$ cat src/pkg/i2cm_pkg.sv
// Package: addresses, field positions, reset values and timing for the bus master
package i2cm_pkg;

  // ==========================================================================
  // Special function register addresses
  localparam logic [15:0] SLAVE_ADDRESS_REG_ADDR = 16'hff80;
  localparam logic [15:0] WRITE_BYTE_REG_ADDR = 16'hff81;
  localparam logic [15:0] SECOND_WRITE_BYTE_REG_ADDR = 16'hff82;
  localparam logic [15:0] READ_BYTE_REG_ADDR = 16'hff83;
  localparam logic [15:0] SECOND_READ_BYTE_REG_ADDR = 16'hff84;
  localparam logic [15:0] BUS_CONTROL_STATUS_REG_ADDR = 16'hff85;
  localparam logic [15:0] EXT_INT6_CONTROL_ADDR = 16'hff95;

  // ==========================================================================
  // Reset values
  localparam logic [7:0] BYTE_RESET = 8'h00;

  // ==========================================================================
  // Control/status field positions
  localparam int CSR_TWO_BYTE_SELECT_BIT = 0;
  localparam int CSR_START_BIT = 1;
  localparam int CSR_BUSY_BIT = 2;
  localparam int CSR_ADDR_NACK_BIT = 3;
  localparam int CSR_DATA_NACK_BIT = 4;

  // ==========================================================================
  // Interrupt-6 control field positions
  localparam int SUPPLY_FAULT_IRQ_EN_BIT = 5;
  localparam int SUPPLY_FAULT_FLAG_BIT = 4;
  localparam int BUS_DONE_IRQ_EN_BIT = 3;
  localparam int BUS_DONE_FLAG_BIT = 2;
  localparam int COMPARE_IRQ_EN_BIT = 1;
  localparam int COMPARE_FLAG_BIT = 0;

  // ==========================================================================
  // Slave address field layout
  localparam int DIRECTION_BIT = 0;

  // ==========================================================================
  // Serial timing
  localparam int SCL_RATE_KHZ = 400;
  localparam int TIME_BASE_PERIOD_NS = 125;
  localparam int QUARTERS_PER_BIT = 4;
  localparam int TB_EDGES_PER_QUARTER =
    1000000 / (SCL_RATE_KHZ * TIME_BASE_PERIOD_NS * QUARTERS_PER_BIT);
  localparam logic [2:0] TB_DIV_LAST = 3'(TB_EDGES_PER_QUARTER - 1);
  localparam logic [3:0] LAST_BIT_OF_BYTE = 4'h8;

  // ==========================================================================
  // Frame sequencer states
  typedef enum logic [1:0] {
    ST_IDLE,
    ST_START,
    ST_BIT,
    ST_STOP
  } i2cm_state_type;

endpackage : i2cm_pkg

$ cat src/core/i2cm_time_base.sv
// Quarter-bit tick generator sampling the time-base clock
`timescale 1ns/100ps
`default_nettype none

module i2cm_time_base
  import i2cm_pkg::*;
(
  input wire logic clk_sys,
  input wire logic reset_n,
  input wire logic tb_clk,
  output var logic quarter_tick
);

  logic [2:0] tb_sync_r;
  logic [2:0] tb_sync_nxt;
  logic [2:0] div_r;
  logic [2:0] div_nxt;
  logic tick_r;
  logic tick_nxt;
  logic tb_rise;

  // ==========================================================================
  // Next values
  always_comb begin
    tb_sync_nxt = {tb_sync_r[1:0], tb_clk};
    tb_rise = tb_sync_r[1] & ~tb_sync_r[2];
    div_nxt = div_r;
    tick_nxt = 1'b0;
    if (tb_rise) begin
      if (div_r == TB_DIV_LAST) begin
        div_nxt = 3'h0;
        tick_nxt = 1'b1;
      end else begin
        div_nxt = div_r + 3'h1;
      end
    end
  end

  // ==========================================================================
  // Registers
  always_ff @(posedge clk_sys or negedge reset_n) begin
    if (!reset_n) begin
      tb_sync_r <= 3'h0;
      div_r <= 3'h0;
      tick_r <= 1'b0;
    end else begin
      tb_sync_r <= tb_sync_nxt;
      div_r <= div_nxt;
      tick_r <= tick_nxt;
    end
  end

  assign quarter_tick = tick_r;

endmodule : i2cm_time_base

`default_nettype wire

$ cat src/core/i2cm_master.sv
// Byte-oriented serial bus master with interrupt-6 control register
// Notes on behaviour
// - Master only, serial clock at 400kHz.
// - Serial clock derived from time-base input.
// - Frames carry one or two data bytes.
// - Address register: 7-bit address plus direction.
// - First write byte sent first.
// - Length bit set sends second write byte.
// - Control bit 1 launches the transaction.
// - Read with length bit captures second byte.
// - Completion raises interrupt-6 flag and request.
// - Starting next transaction withdraws completion flag.
// - Control/status reports acknowledge errors.
// - Interrupt-6 register at 0xff95, resets 0x00.
// - Bit 5 fault enable, bit 4 flag.
// - Compare flag sets even when masked.
// - Compare flag read-only, cleared on read.
// - Address bits 7:1, direction bit 0.
// - Second write byte only when length set.
`timescale 1ns/100ps
`default_nettype none

module i2cm_master
  import i2cm_pkg::*;
(
  input wire logic clk_sys,
  input wire logic reset_n,
  input wire logic tb_clk,
  input wire logic [15:0] sfr_addr,
  input wire logic sfr_wr,
  input wire logic sfr_rd,
  input wire logic [7:0] sfr_wdata,
  output var logic [7:0] sfr_rdata,
  input wire logic scl_i,
  output var logic scl_o,
  output var logic scl_oe,
  input wire logic sda_i,
  output var logic sda_o,
  output var logic sda_oe,
  input wire logic supply_fault_in,
  input wire logic ana_above,
  input wire logic cmp_enable,
  input wire logic cmp_on_change,
  input wire logic cmp_rise_pol,
  output var logic int6_req
);

  // ==========================================================================
  // Declarations
  logic quarter_tick;
  logic [3:0] sync1_r, sync2_r, sync3_r;
  logic scl_s, sda_s, fault_s, fault_d, ana_s, ana_d;

  logic [7:0] slave_address_reg_r, slave_address_reg_nxt;
  logic [7:0] write_byte_reg_r, write_byte_reg_nxt;
  logic [7:0] second_write_byte_reg_r, second_write_byte_reg_nxt;
  logic [7:0] read_byte_reg_r, read_byte_reg_nxt;
  logic [7:0] second_read_byte_reg_r, second_read_byte_reg_nxt;
  logic two_byte_select_r, two_byte_select_nxt;
  logic addr_nack_r, addr_nack_nxt;
  logic data_nack_r, data_nack_nxt;
  logic [5:0] int6_r, int6_nxt;
  logic [7:0] sfr_rdata_r, sfr_rdata_nxt;
  logic int6_req_r, int6_req_nxt;

  i2cm_state_type state_r, state_nxt;
  logic [1:0] phase_r, phase_nxt;
  logic [3:0] bitcnt_r, bitcnt_nxt;
  logic [1:0] byte_idx_r, byte_idx_nxt;
  logic [8:0] sh_r, sh_nxt;
  logic [7:0] rx_r, rx_nxt;
  logic scl_oe_r, scl_oe_nxt;
  logic sda_oe_r, sda_oe_nxt;

  logic busy, is_read, start_req, cmp_trigger, fault_rise, int6_rd;
  logic [1:0] last_idx;
  logic [8:0] rx9;

  // ==========================================================================
  // Time base
  // time-base tick
  i2cm_time_base u_time_base (
    .clk_sys(clk_sys),
    .reset_n(reset_n),
    .tb_clk(tb_clk),
    .quarter_tick(quarter_tick)
  );

  // ==========================================================================
  // Input synchronisers
  always_ff @(posedge clk_sys or negedge reset_n) begin
    if (!reset_n) begin
      sync1_r <= 4'hf;
      sync2_r <= 4'hf;
      sync3_r <= 4'hf;
    end else begin
      sync1_r <= {scl_i, sda_i, supply_fault_in, ana_above};
      sync2_r <= sync1_r;
      sync3_r <= sync2_r;
    end
  end

  assign scl_s = sync2_r[3];
  assign sda_s = sync2_r[2];
  assign fault_s = sync2_r[1];
  assign fault_d = sync3_r[1];
  assign ana_s = sync2_r[0];
  assign ana_d = sync3_r[0];

  // ==========================================================================
  // Next-state logic
  always_comb begin
    slave_address_reg_nxt = slave_address_reg_r;
    write_byte_reg_nxt = write_byte_reg_r;
    second_write_byte_reg_nxt = second_write_byte_reg_r;
    read_byte_reg_nxt = read_byte_reg_r;
    second_read_byte_reg_nxt = second_read_byte_reg_r;
    two_byte_select_nxt = two_byte_select_r;
    addr_nack_nxt = addr_nack_r;
    data_nack_nxt = data_nack_r;
    int6_nxt = int6_r;
    sfr_rdata_nxt = sfr_rdata_r;
    state_nxt = state_r;
    phase_nxt = phase_r;
    bitcnt_nxt = bitcnt_r;
    byte_idx_nxt = byte_idx_r;
    sh_nxt = sh_r;
    rx_nxt = rx_r;
    busy = (state_r != ST_IDLE);
    is_read = slave_address_reg_r[DIRECTION_BIT];
    last_idx = two_byte_select_r ? 2'h2 : 2'h1;
    rx9 = {rx_r, sda_s};
    fault_rise = fault_s & ~fault_d;
    cmp_trigger = cmp_enable & (cmp_on_change ? (ana_s ^ ana_d) :
                  (cmp_rise_pol ? (ana_s & ~ana_d) : (~ana_s & ana_d)));
    int6_rd = sfr_rd && (sfr_addr == EXT_INT6_CONTROL_ADDR);
    start_req = sfr_wr && (sfr_addr == BUS_CONTROL_STATUS_REG_ADDR) &&
                sfr_wdata[CSR_START_BIT] && !busy;

    // Register writes
    if (sfr_wr) begin
      case (sfr_addr)
        SLAVE_ADDRESS_REG_ADDR: slave_address_reg_nxt = sfr_wdata;
        WRITE_BYTE_REG_ADDR: write_byte_reg_nxt = sfr_wdata;
        SECOND_WRITE_BYTE_REG_ADDR: second_write_byte_reg_nxt = sfr_wdata;
        BUS_CONTROL_STATUS_REG_ADDR: begin
          if (!busy) begin
            two_byte_select_nxt = sfr_wdata[CSR_TWO_BYTE_SELECT_BIT];
          end
        end
        EXT_INT6_CONTROL_ADDR: begin
          int6_nxt[SUPPLY_FAULT_IRQ_EN_BIT] = sfr_wdata[SUPPLY_FAULT_IRQ_EN_BIT];
          if (!sfr_wdata[SUPPLY_FAULT_FLAG_BIT]) begin
            int6_nxt[SUPPLY_FAULT_FLAG_BIT] = 1'b0;
          end
          int6_nxt[BUS_DONE_IRQ_EN_BIT] = sfr_wdata[BUS_DONE_IRQ_EN_BIT];
          int6_nxt[COMPARE_IRQ_EN_BIT] = sfr_wdata[COMPARE_IRQ_EN_BIT];
        end
        default: begin
        end
      endcase
    end

    if (start_req) begin
      state_nxt = ST_START;
      phase_nxt = 2'h0;
      bitcnt_nxt = 4'h0;
      byte_idx_nxt = 2'h0;
      sh_nxt = {slave_address_reg_r, 1'b1};
      addr_nack_nxt = 1'b0;
      data_nack_nxt = 1'b0;
      int6_nxt[BUS_DONE_FLAG_BIT] = 1'b0;
    end

    if (quarter_tick) begin
      case (state_r)
        ST_START: begin
          phase_nxt = phase_r + 2'h1;
          if (phase_r == 2'h3) begin
            state_nxt = ST_BIT;
          end
        end
        ST_BIT: begin
          if (phase_r == 2'h2) begin
            if (scl_s) begin
              phase_nxt = 2'h3;
            end
          end else if (phase_r != 2'h3) begin
            phase_nxt = phase_r + 2'h1;
          end else begin
            phase_nxt = 2'h0;
            rx_nxt = rx9[7:0];
            if (bitcnt_r != LAST_BIT_OF_BYTE) begin
              bitcnt_nxt = bitcnt_r + 4'h1;
              sh_nxt = {sh_r[7:0], 1'b1};
            end else begin
              bitcnt_nxt = 4'h0;
              if (byte_idx_r == 2'h0 && rx9[0]) begin
                addr_nack_nxt = 1'b1;
                state_nxt = ST_STOP;
              end else if (byte_idx_r != 2'h0 && !is_read && rx9[0]) begin
                data_nack_nxt = 1'b1;
                state_nxt = ST_STOP;
              end else begin
                if (is_read && byte_idx_r == 2'h1) begin
                  read_byte_reg_nxt = rx9[8:1];
                end
                if (is_read && byte_idx_r == 2'h2) begin
                  second_read_byte_reg_nxt = rx9[8:1];
                end
                if (byte_idx_r == last_idx) begin
                  state_nxt = ST_STOP;
                end else begin
                  byte_idx_nxt = byte_idx_r + 2'h1;
                  if (is_read) begin
                    sh_nxt = {8'hff, (byte_idx_r + 2'h1 == last_idx)};
                  end else if (byte_idx_r == 2'h0) begin
                    sh_nxt = {write_byte_reg_r, 1'b1};
                  end else begin
                    sh_nxt = {second_write_byte_reg_r, 1'b1};
                  end
                end
              end
            end
          end
        end
        ST_STOP: begin
          if (phase_r != 2'h2 || scl_s) begin
            phase_nxt = phase_r + 2'h1;
          end
          if (phase_r == 2'h3) begin
            state_nxt = ST_IDLE;
            int6_nxt[BUS_DONE_FLAG_BIT] = 1'b1;
          end
        end
        default: begin
        end
      endcase
    end

    // Event flags: set wins over clear
    if (fault_rise) begin
      int6_nxt[SUPPLY_FAULT_FLAG_BIT] = 1'b1;
    end
    if (int6_rd) begin
      int6_nxt[COMPARE_FLAG_BIT] = 1'b0;
    end
    if (cmp_trigger) begin
      int6_nxt[COMPARE_FLAG_BIT] = 1'b1;
    end

    // Register reads
    if (sfr_rd) begin
      case (sfr_addr)
        SLAVE_ADDRESS_REG_ADDR: sfr_rdata_nxt = slave_address_reg_r;
        WRITE_BYTE_REG_ADDR: sfr_rdata_nxt = write_byte_reg_r;
        SECOND_WRITE_BYTE_REG_ADDR: sfr_rdata_nxt = second_write_byte_reg_r;
        READ_BYTE_REG_ADDR: sfr_rdata_nxt = read_byte_reg_r;
        SECOND_READ_BYTE_REG_ADDR: sfr_rdata_nxt = second_read_byte_reg_r;
        BUS_CONTROL_STATUS_REG_ADDR: sfr_rdata_nxt = {3'h0, data_nack_r, addr_nack_r,
                                                     busy, 1'b0, two_byte_select_r};
        EXT_INT6_CONTROL_ADDR: sfr_rdata_nxt = {2'h0, int6_r};
        default: sfr_rdata_nxt = BYTE_RESET;
      endcase
    end

    int6_req_nxt = (int6_nxt[SUPPLY_FAULT_FLAG_BIT] & int6_nxt[SUPPLY_FAULT_IRQ_EN_BIT]) |
                   (int6_nxt[BUS_DONE_FLAG_BIT] & int6_nxt[BUS_DONE_IRQ_EN_BIT]) |
                   (int6_nxt[COMPARE_FLAG_BIT] & int6_nxt[COMPARE_IRQ_EN_BIT]);

    scl_oe_nxt = 1'b0;
    sda_oe_nxt = 1'b0;
    case (state_nxt)
      ST_START: sda_oe_nxt = (phase_nxt >= 2'h2);
      ST_BIT: begin
        scl_oe_nxt = (phase_nxt < 2'h2);
        sda_oe_nxt = (phase_nxt == 2'h0) ? sda_oe_r : ~sh_nxt[8];
      end
      ST_STOP: begin
        scl_oe_nxt = (phase_nxt < 2'h2);
        sda_oe_nxt = (phase_nxt == 2'h0) ? sda_oe_r : (phase_nxt != 2'h3);
      end
      default: begin
      end
    endcase
  end

  // ==========================================================================
  // Registers
  always_ff @(posedge clk_sys or negedge reset_n) begin
    if (!reset_n) begin
      slave_address_reg_r <= BYTE_RESET;
      write_byte_reg_r <= BYTE_RESET;
      second_write_byte_reg_r <= BYTE_RESET;
      read_byte_reg_r <= BYTE_RESET;
      second_read_byte_reg_r <= BYTE_RESET;
      two_byte_select_r <= 1'b0;
      addr_nack_r <= 1'b0;
      data_nack_r <= 1'b0;
      int6_r <= 6'h00;
      sfr_rdata_r <= BYTE_RESET;
      int6_req_r <= 1'b0;
      state_r <= ST_IDLE;
      phase_r <= 2'h0;
      bitcnt_r <= 4'h0;
      byte_idx_r <= 2'h0;
      sh_r <= 9'h1ff;
      rx_r <= 8'h00;
      scl_oe_r <= 1'b0;
      sda_oe_r <= 1'b0;
    end else begin
      slave_address_reg_r <= slave_address_reg_nxt;
      write_byte_reg_r <= write_byte_reg_nxt;
      second_write_byte_reg_r <= second_write_byte_reg_nxt;
      read_byte_reg_r <= read_byte_reg_nxt;
      second_read_byte_reg_r <= second_read_byte_reg_nxt;
      two_byte_select_r <= two_byte_select_nxt;
      addr_nack_r <= addr_nack_nxt;
      data_nack_r <= data_nack_nxt;
      int6_r <= int6_nxt;
      sfr_rdata_r <= sfr_rdata_nxt;
      int6_req_r <= int6_req_nxt;
      state_r <= state_nxt;
      phase_r <= phase_nxt;
      bitcnt_r <= bitcnt_nxt;
      byte_idx_r <= byte_idx_nxt;
      sh_r <= sh_nxt;
      rx_r <= rx_nxt;
      scl_oe_r <= scl_oe_nxt;
      sda_oe_r <= sda_oe_nxt;
    end
  end

  // Open-drain: the driven level is always low
  always_ff @(posedge clk_sys or negedge reset_n) begin
    if (!reset_n) begin
      scl_o <= 1'b0;
      sda_o <= 1'b0;
    end else begin
      scl_o <= 1'b0;
      sda_o <= 1'b0;
    end
  end

  assign sfr_rdata = sfr_rdata_r;
  assign scl_oe = scl_oe_r;
  assign sda_oe = sda_oe_r;
  assign int6_req = int6_req_r;

endmodule : i2cm_master

`default_nettype wire

$ cat config.mk
export PLATFORM = sky130hd
export DESIGN_NAME = i2cm_master
export DESIGN_NICKNAME = d
export VERILOG_FILES = /design/src/pkg/i2cm_pkg.sv /design/src/core/i2cm_time_base.sv /design/src/core/i2cm_master.sv
export SDC_FILE = /design/constraint.sdc
export NUM_CORES = 1
export LEC_CHECK = 0
export BUFFER_PORTS_ARGS = -buffer_cell sky130_fd_sc_hd__buf_2
export CORE_UTILIZATION = 55
export CTS_CLUSTER_DIAMETER = 200
export CTS_CLUSTER_SIZE = 30
export DETAILED_ROUTE_END_ITERATION = 10
export PLACE_DENSITY = 0.75
export SLEW_MARGIN = 0
export SYNTH_ARGS = -nofsm -noshare
export SYNTH_HDL_FRONTEND = slang
export SYNTH_SLANG_ARGS = --single-unit
$ cat constraint.sdc
create_clock -name clk_sys -period 2.7 [get_ports clk_sys]
set_input_delay 0.54 -clock clk_sys [delete_from_list [all_inputs] [get_ports clk_sys]]
set_output_delay 0.54 -clock clk_sys [all_outputs]
set_load 0.05 [all_outputs]
==> results of run 1 <==
## layout by cell type, fill, tap and decap left out, types with 3 or more instances in the layout
| cell | n |
|---|---|
| o21ai_0 | 24 |
| mux2i_1 | 21 |
| and3_1 | 3 |
| nand3b_1 | 3 |
| nand4_1 | 4 |
| a21oi_1 | 5 |
| nand3_1 | 9 |
| o22ai_1 | 18 |
| dfrtp_1 | 85 |
| a221oi_1 | 6 |
| nand2b_1 | 6 |
| ha_1 | 12 |
| nor2b_1 | 5 |
| nor2_1 | 18 |
| or2_2 | 3 |
| nand2_1 | 46 |
| buf_4 | 18 |
| a32oi_1 | 7 |
| buf_2 | 45 |
| inv_1 | 27 |
| mux2_2 | 53 |
| or4_1 | 3 |
| clkbuf_8 | 9 |
| a31oi_1 | 3 |
| dfstp_2 | 19 |
## cells by family (layout without fill, tap and decap cells)
group	after synthesis	after routing	synth area share (%)
buffers and inverters	46	107	3.67
AOI/OAI and AO/OA	85	85	11.2
muxes	75	75	16.2
other	1	2	0.0739
adders and majority gates	12	12	2.96
DFF	104	104	51.7
xor gates and xnor gates	1	1	0.173
and+or+nand+nor	123	123	14.0
## per-stage QoR
stage	utilization (%)	total power, mW	worst slack, ns	area (um2)	hold slack (ns)
final	64.2	3.01	0.387	5680	0.137
after global routing	64.2	3.16	0.239	5680	0.169
after CTS	64.2	3.02	0.392	5680	0.150
after detailed placement	62.3	2.15	0.267	5510	0.347
after global placement	62.3	2.13	0.313	5510	0.333
after floorplan	-	2.01	0.436	5080	0.244
## area by class of cell
class                      count  area share (%)
timing repair buffer          64            6.69
tap                          108            2.38
clock inverter                 6           0.793
clock buffer                  10            2.25
inverter                      27            1.78
sequential                   104            46.2
multi-input combinational    298            39.9
## sequential cells by signal, summed over array words and instances (netlist names), 2 cells and up
| signal | count |
|---|---|
| sh_r | 9 |
| read_byte_reg_r | 8 |
| rx_r | 8 |
| second_read_byte_reg_r | 8 |
| second_write_byte_reg_r | 8 |
| sfr_rdata | 8 |
| slave_address_reg_r | 8 |
| write_byte_reg_r | 8 |
| int6_r | 6 |
| bitcnt_r | 4 |
| sync1_r | 4 |
| sync2_r | 4 |
| u_time_base.div_r | 3 |
| u_time_base.tb_sync_r | 3 |
| byte_idx_r | 2 |
| phase_r | 2 |
| state_r | 2 |
| sync3_r | 2 |
## final timing paths
check	start	end	slack, ns	cells past startpoint
min in group clk_sys	ana_above	sync1_r[0]	0.26	1
worst max-delay path	phase_r[0]	read_byte_reg_r[4]	0.39	9
worst min-delay path	reset_n	bitcnt_r[3]	0.14	1
worst min register to register	sync1_r[1]	sync2_r[1]	0.36	0
worst max register to register	phase_r[0]	read_byte_reg_r[4]	0.39	9
max in group asynchronous	reset_n	write_byte_reg_r[0]	1.88	2
## routing by layer
metal	global-route usage, %	routed length (um)	share of wire [%]	up-vias
met4	10.3	271	2.4	0
met3	4.01	624	5.5	23
met1	34.9	5070	45	1845
met2	40.2	5400	47	122
li1	-	-	-	1729
met5	0	0	0	-
## power by group
group | internal, mW | switching, mW
sequential | 1.63 | 0.0804
combinational | 0.161 | 0.251
clock | 0.341 | 0.541
total | 2.13 | 0.873
==> run metrics, run 1 <==
top-count cell post-synth dfrtp_1; cts bufs inserted 9; clk_lat worst skew 0.37 ns; asr flop ratio synth between 90% and 100%; row count 34; TritonCTS clock tree built; Cell Pwr Density roughly 530 mW/mm2; Clock Path Buffers 2; cell taking the most area after synthesis dfrtp_1; vias in the first global route 3,673; drt via density ~6.0; GP Congestion 0.884; synth cell count leaders 85 x dfrtp_1, 53 x mux2_2, 46 x nand2_1; vias post-DR approximately 3,700; Final #Nets between 500 and 600; core area ~0.009 mm2; first-pass GRT wire length 18,600 um; Ys Warns 0; failing checks design-rule violations; Post-Place Cells 601; Worst Skew 0.0156 ns; MaxCap Viol Count 0; critical path capture point type register; Detail Placement HPWL 8460 um; CTS resizes 0; die width between 90 and 100 um; multi-input combinational cell area 0.00227 mm2; CP Cell Sequence inv_1 > ha_1 > nand4b_1 > or2_2 > nor2_1 > buf_4 > nand4_2 > buf_4 > mux2_2; register bit total from synthesis 104; WS Path Type register to register; cell area after synthesis 0.00508 mm2; io pins 49; period utilisation layout 85.7%; largest net degree at the start of global routing 45; Slew headroom between 50% and 60%; CP Launch Type register; Seq/Total Area, Yosys 51.7%; Post CTS Setup Buffer Count 0; IO buf count 46; worst-case vdd ir drop 343 uV; delay-heaviest family, CP simple AND/OR/NAND/NOR gates; min Tclk post-route 2.31 ns; grt ovf 0; library cells used by synthesis 61; share of post-route cells with drive strength above 1 32.4%; Max Clock Freq 0.432 GHz; worst hold path type input port to asynchronous set/reset pin; fillers 702; Slew @ Worst Pin 0.715 ns; drt wl/cell approximately 18 um; 1st-iter DRT viols 248; post-synth top area share a little over two fifths; FF/Latch Area 0.00263 mm2; top_reg_cell synth dfrtp_1; Post-synth EDFFs 0; initial antenna violation count 0; Worst path slowest cell dfrtp_1; gr usage total 25.3%; antenna-violating nets left 0; Leakage about 2.7 nW; Mapped Avg Cell Area ~11 um2; crit path DAT 2.57 ns; worst path buffer plus inverter count 3; total negative setup slack 0 ns; CP max stage delay 0.46 ns; number of diodes 0; top cells by area, synth dfrtp_1 42%, mux2_2 12%, dfstp_2 9.8%; Crit path top cell by count buf_4; status finished, violations left; Layout Cells excl Fill 617; hold buffers post-CTS 0; area added between synthesis and finish 12.0%; initial core utilization a little under three fifths; 1st-pass router iterations 8; die area 0.00962 mm2; Syn Inst Count between 400 and 500; wirelength, routed 11,400 um; Worst Path Max Fanout 8; Die H ~98 um; Post-route DRC 5; CTS H-tree depth 3; CTS root buffer clkbuf_8; RSZ-0062 raised after global routing false; Fin. Hold Viols 0; Pins Over Slew Limit 0; WP data required between 2 and 3 ns; Worst-path clk slew 0.10 ns; CTS sink cnt around 100; Finish-stage setup viols 0
No activity file was read; power rests on OpenSTA's default activity.
==> run 2: changes to the inputs <==
--- a/config.mk
+++ b/config.mk
@@ -6,11 +6,13 @@
 export NUM_CORES = 1
 export LEC_CHECK = 0
 export BUFFER_PORTS_ARGS = -buffer_cell sky130_fd_sc_hd__buf_2
+export CORE_ASPECT_RATIO = 0.75
 export CORE_UTILIZATION = 55
 export CTS_CLUSTER_DIAMETER = 200
 export CTS_CLUSTER_SIZE = 30
 export DETAILED_ROUTE_END_ITERATION = 10
 export PLACE_DENSITY = 0.75
+export SETUP_SLACK_MARGIN = 0.02
 export SLEW_MARGIN = 0
 export SYNTH_ARGS = -nofsm -noshare
 export SYNTH_HDL_FRONTEND = slang
==> run 2 against run 1 <==
Clock skew down 0.0096 ns. Via count down 1.7%. First-iteration DRC count up 10%. Critical endpoint is now second_read_byte_reg_r[7]. Largest cell class unchanged. Highest routed layer unchanged. Clock power up 35%. Clock-buffer cell count up 1. The run now ends clean. Non-clock buffer count down 4. Fmax down 6.7%. Utilization up 1.8 points. Die area about the same.
==> run metrics, run 2 (synthesis results as in run 1) <==
status finished, final reports clean; worst-case vdd ir drop 315 uV (-8.1%); period utilisation layout 91.8% (+6.1 points); P_int 2.42 mW (+13%); area added between synthesis and finish 13.2%; 1st-iter DRT viols 273 (+10%); initial core utilization 58.3% (+0.92 points); most common cell after layout, fill and taps aside dfrtp_1; min Tclk post-route 2.48 ns (+0.165 ns); Post CTS Setup Buffer Count 0 (unchanged); Net Sw Power 891 uW (+2.1%); hold buffers post-CTS 0 (unchanged); commonest non-fill, non-tap cells in the layout 85 x dfrtp_1, 53 x mux2_2, 46 x nand2_1, 45 x buf_2, 27 x inv_1; wirelength, routed 11,100 um (-2.7%); Die H 85.2 um (-13%); Reg with most FFs sh_r; grt ovf 0 (unchanged); Post-route DRC 0 (-5); row count 29 (-15%); Final Util 66.0% (+1.8 points); Fin. Hold Viols 0 (unchanged); Slew @ Worst Pin 0.687 ns (-0.0273 ns); share of post-route cells with drive strength above 1 31.7% (-0.73 points); Largest register FFs 9 (unchanged); CTS sink cnt 104 (unchanged); WS Path Type register to register; Net Sw Frac 26.9% (-2.1 points); MaxCap Viol Count 0 (unchanged); Sequential Power Share 51.7% (-5.2 points); CTS resizes 0 (unchanged); R2R depth 7 (-2); Finish-stage setup viols 0 (unchanged); Pins Over Slew Limit 0 (unchanged); FF/Latch Area 0.00263 mm2 (unchanged); Max Clock Freq 0.404 GHz (-6.7%); vias in the first global route 3,621 (-1.4%); 1st-pass router iterations 4 (-4); Reg2Reg Launch Point phase_r[0]; gr usage total 25.0% (-0.25 points); Slew headroom 54.2% (+2.1 points); Clock power frac 35.8% (+6.5 points); antenna-violating nets left 0 (unchanged); flop-to-flop setup slack 0.22 ns (-0.16 ns); CTS root buffer clkbuf_16; clk_lat worst skew 0.35 ns (-0.02 ns); total negative setup slack 0 ns (unchanged); WP data required 2.93 ns (-0.02 ns); critical path capture point type register; fillers 660 (-6.0%); vias post-DR 3,656 (-1.7%); IO buf count 46 (unchanged); CP Launch Type register; Worst Skew 0.00595 ns (-0.00965 ns); Cell Pwr Density 576 mW/mm2 (+8.9%); crit path DAT 2.71 ns (+0.14 ns); initial antenna violation count 0 (unchanged); Worst Path Max Fanout 8 (unchanged); multi-input combinational cell area 0.00227 mm2 (unchanged); TritonCTS clock tree built; Detail Placement HPWL 8210 um (-2.9%); worst hold path type input port to asynchronous set/reset pin; die area 0.00962 mm2 (about the same); reg-to-reg endpoint second_read_byte_reg_r[7]; first-pass GRT wire length 18,300 um (-1.7%); Worst-path clk slew 0.07 ns (-0.03 ns); largest net degree at the start of global routing 55 (+22%); core area 0.00871 mm2 (-1.6%); drt via density 5.96 (-1.1%); combinational share of power 12.5% (-1.2 points); number of diodes 0 (unchanged); Final #Nets 548 (-0.72%); CTS H-tree depth 3 (unchanged); io pins 49 (unchanged); Leakage 2.72 nW (+0.89%); RSZ-0062 raised after global routing false; cts bufs inserted 9 (unchanged); GP Congestion 0.868 (-1.8%); worst hold slack 0.227 ns (+0.0898 ns); Clock Path Buffers 2 (unchanged); die width 113 um (+15%); drt wl/cell 18.0 um (-2.1%)
-- run 2: changes by cell type in the layout (fill, tap and decap cells not counted), sizes merged --
cell,delta
inv,-1
buf,-4
clkbuf,+1
-- run 2: worst max-delay path, stage by stage (launching register included) --
cell and delay [ns]:
dfrtp_1 0.43, inv_1 0.08, ha_1 0.25, nand4b_1 0.21, or2_2 0.32, nor2_1 0.31
nand4_2 0.37, mux2_2 0.39
-- run 2: area by class of cell --
class	instances	share of cell area [%]
clock buffers	11	4.05
repair buffers	60	6.10
clock inverters	5	0.588
inverters	27	1.76
flip-flops and latches	104	45.7
well taps	108	2.35
multi-input cells	298	39.5
-- run 2: routing by layer --
metal / share of wire, % / up-vias / global-route usage [%] / wire, um
li1: - / 1724 / - / -
met1: 47 / 1769 / 35.4 / 5160
met2: 43 / 142 / 37.7 / 4800
met3: 8.0 / 21 / 7.00 / 882
met4: 1.9 / 0 / 8.01 / 214
met5: 0 / - / 0 / 0
-- run 2: worst max path at each step --
stage                startpoint                          to  slack (ns)  cells after the start
CTS                  phase_r[0]   second_read_byte_reg_r[0]        0.24                      7
global placement    sfr_addr[3]  second_write_byte_reg_r[0]        0.29                      6
floorplan           sfr_addr[3]      slave_address_reg_r[0]        0.44                      4
detailed placement  sfr_addr[3]  second_write_byte_reg_r[2]        0.21                      6
finish               phase_r[0]   second_read_byte_reg_r[7]        0.22                      7
global route         phase_r[0]   second_read_byte_reg_r[7]        0.05                      7
-- run 2: stage by stage --
step	cells	worst slack (ns)	instance area, um2	total power, mW
6_report	613	0.222	5750	3.31
5_1_grt	613	0.0452	5750	3.46
4_1_cts	613	0.239	5750	3.33
3_5_place_dp	597	0.213	5480	2.15
3_3_place_gp	597	0.286	5480	2.13
2_1_floorplan	448	0.436	5080	2.01
-- run 2: power groups by stage --
stage                     clock network (mW)  registers (mW)  logic (mW)
after floorplan                            0            1.74       0.267
after global placement                     0            1.73       0.394
after detailed placement                   0            1.74       0.417
after CTS                               1.20            1.71       0.417
after global routing                    1.27            1.72       0.469
final                                   1.19            1.71       0.414
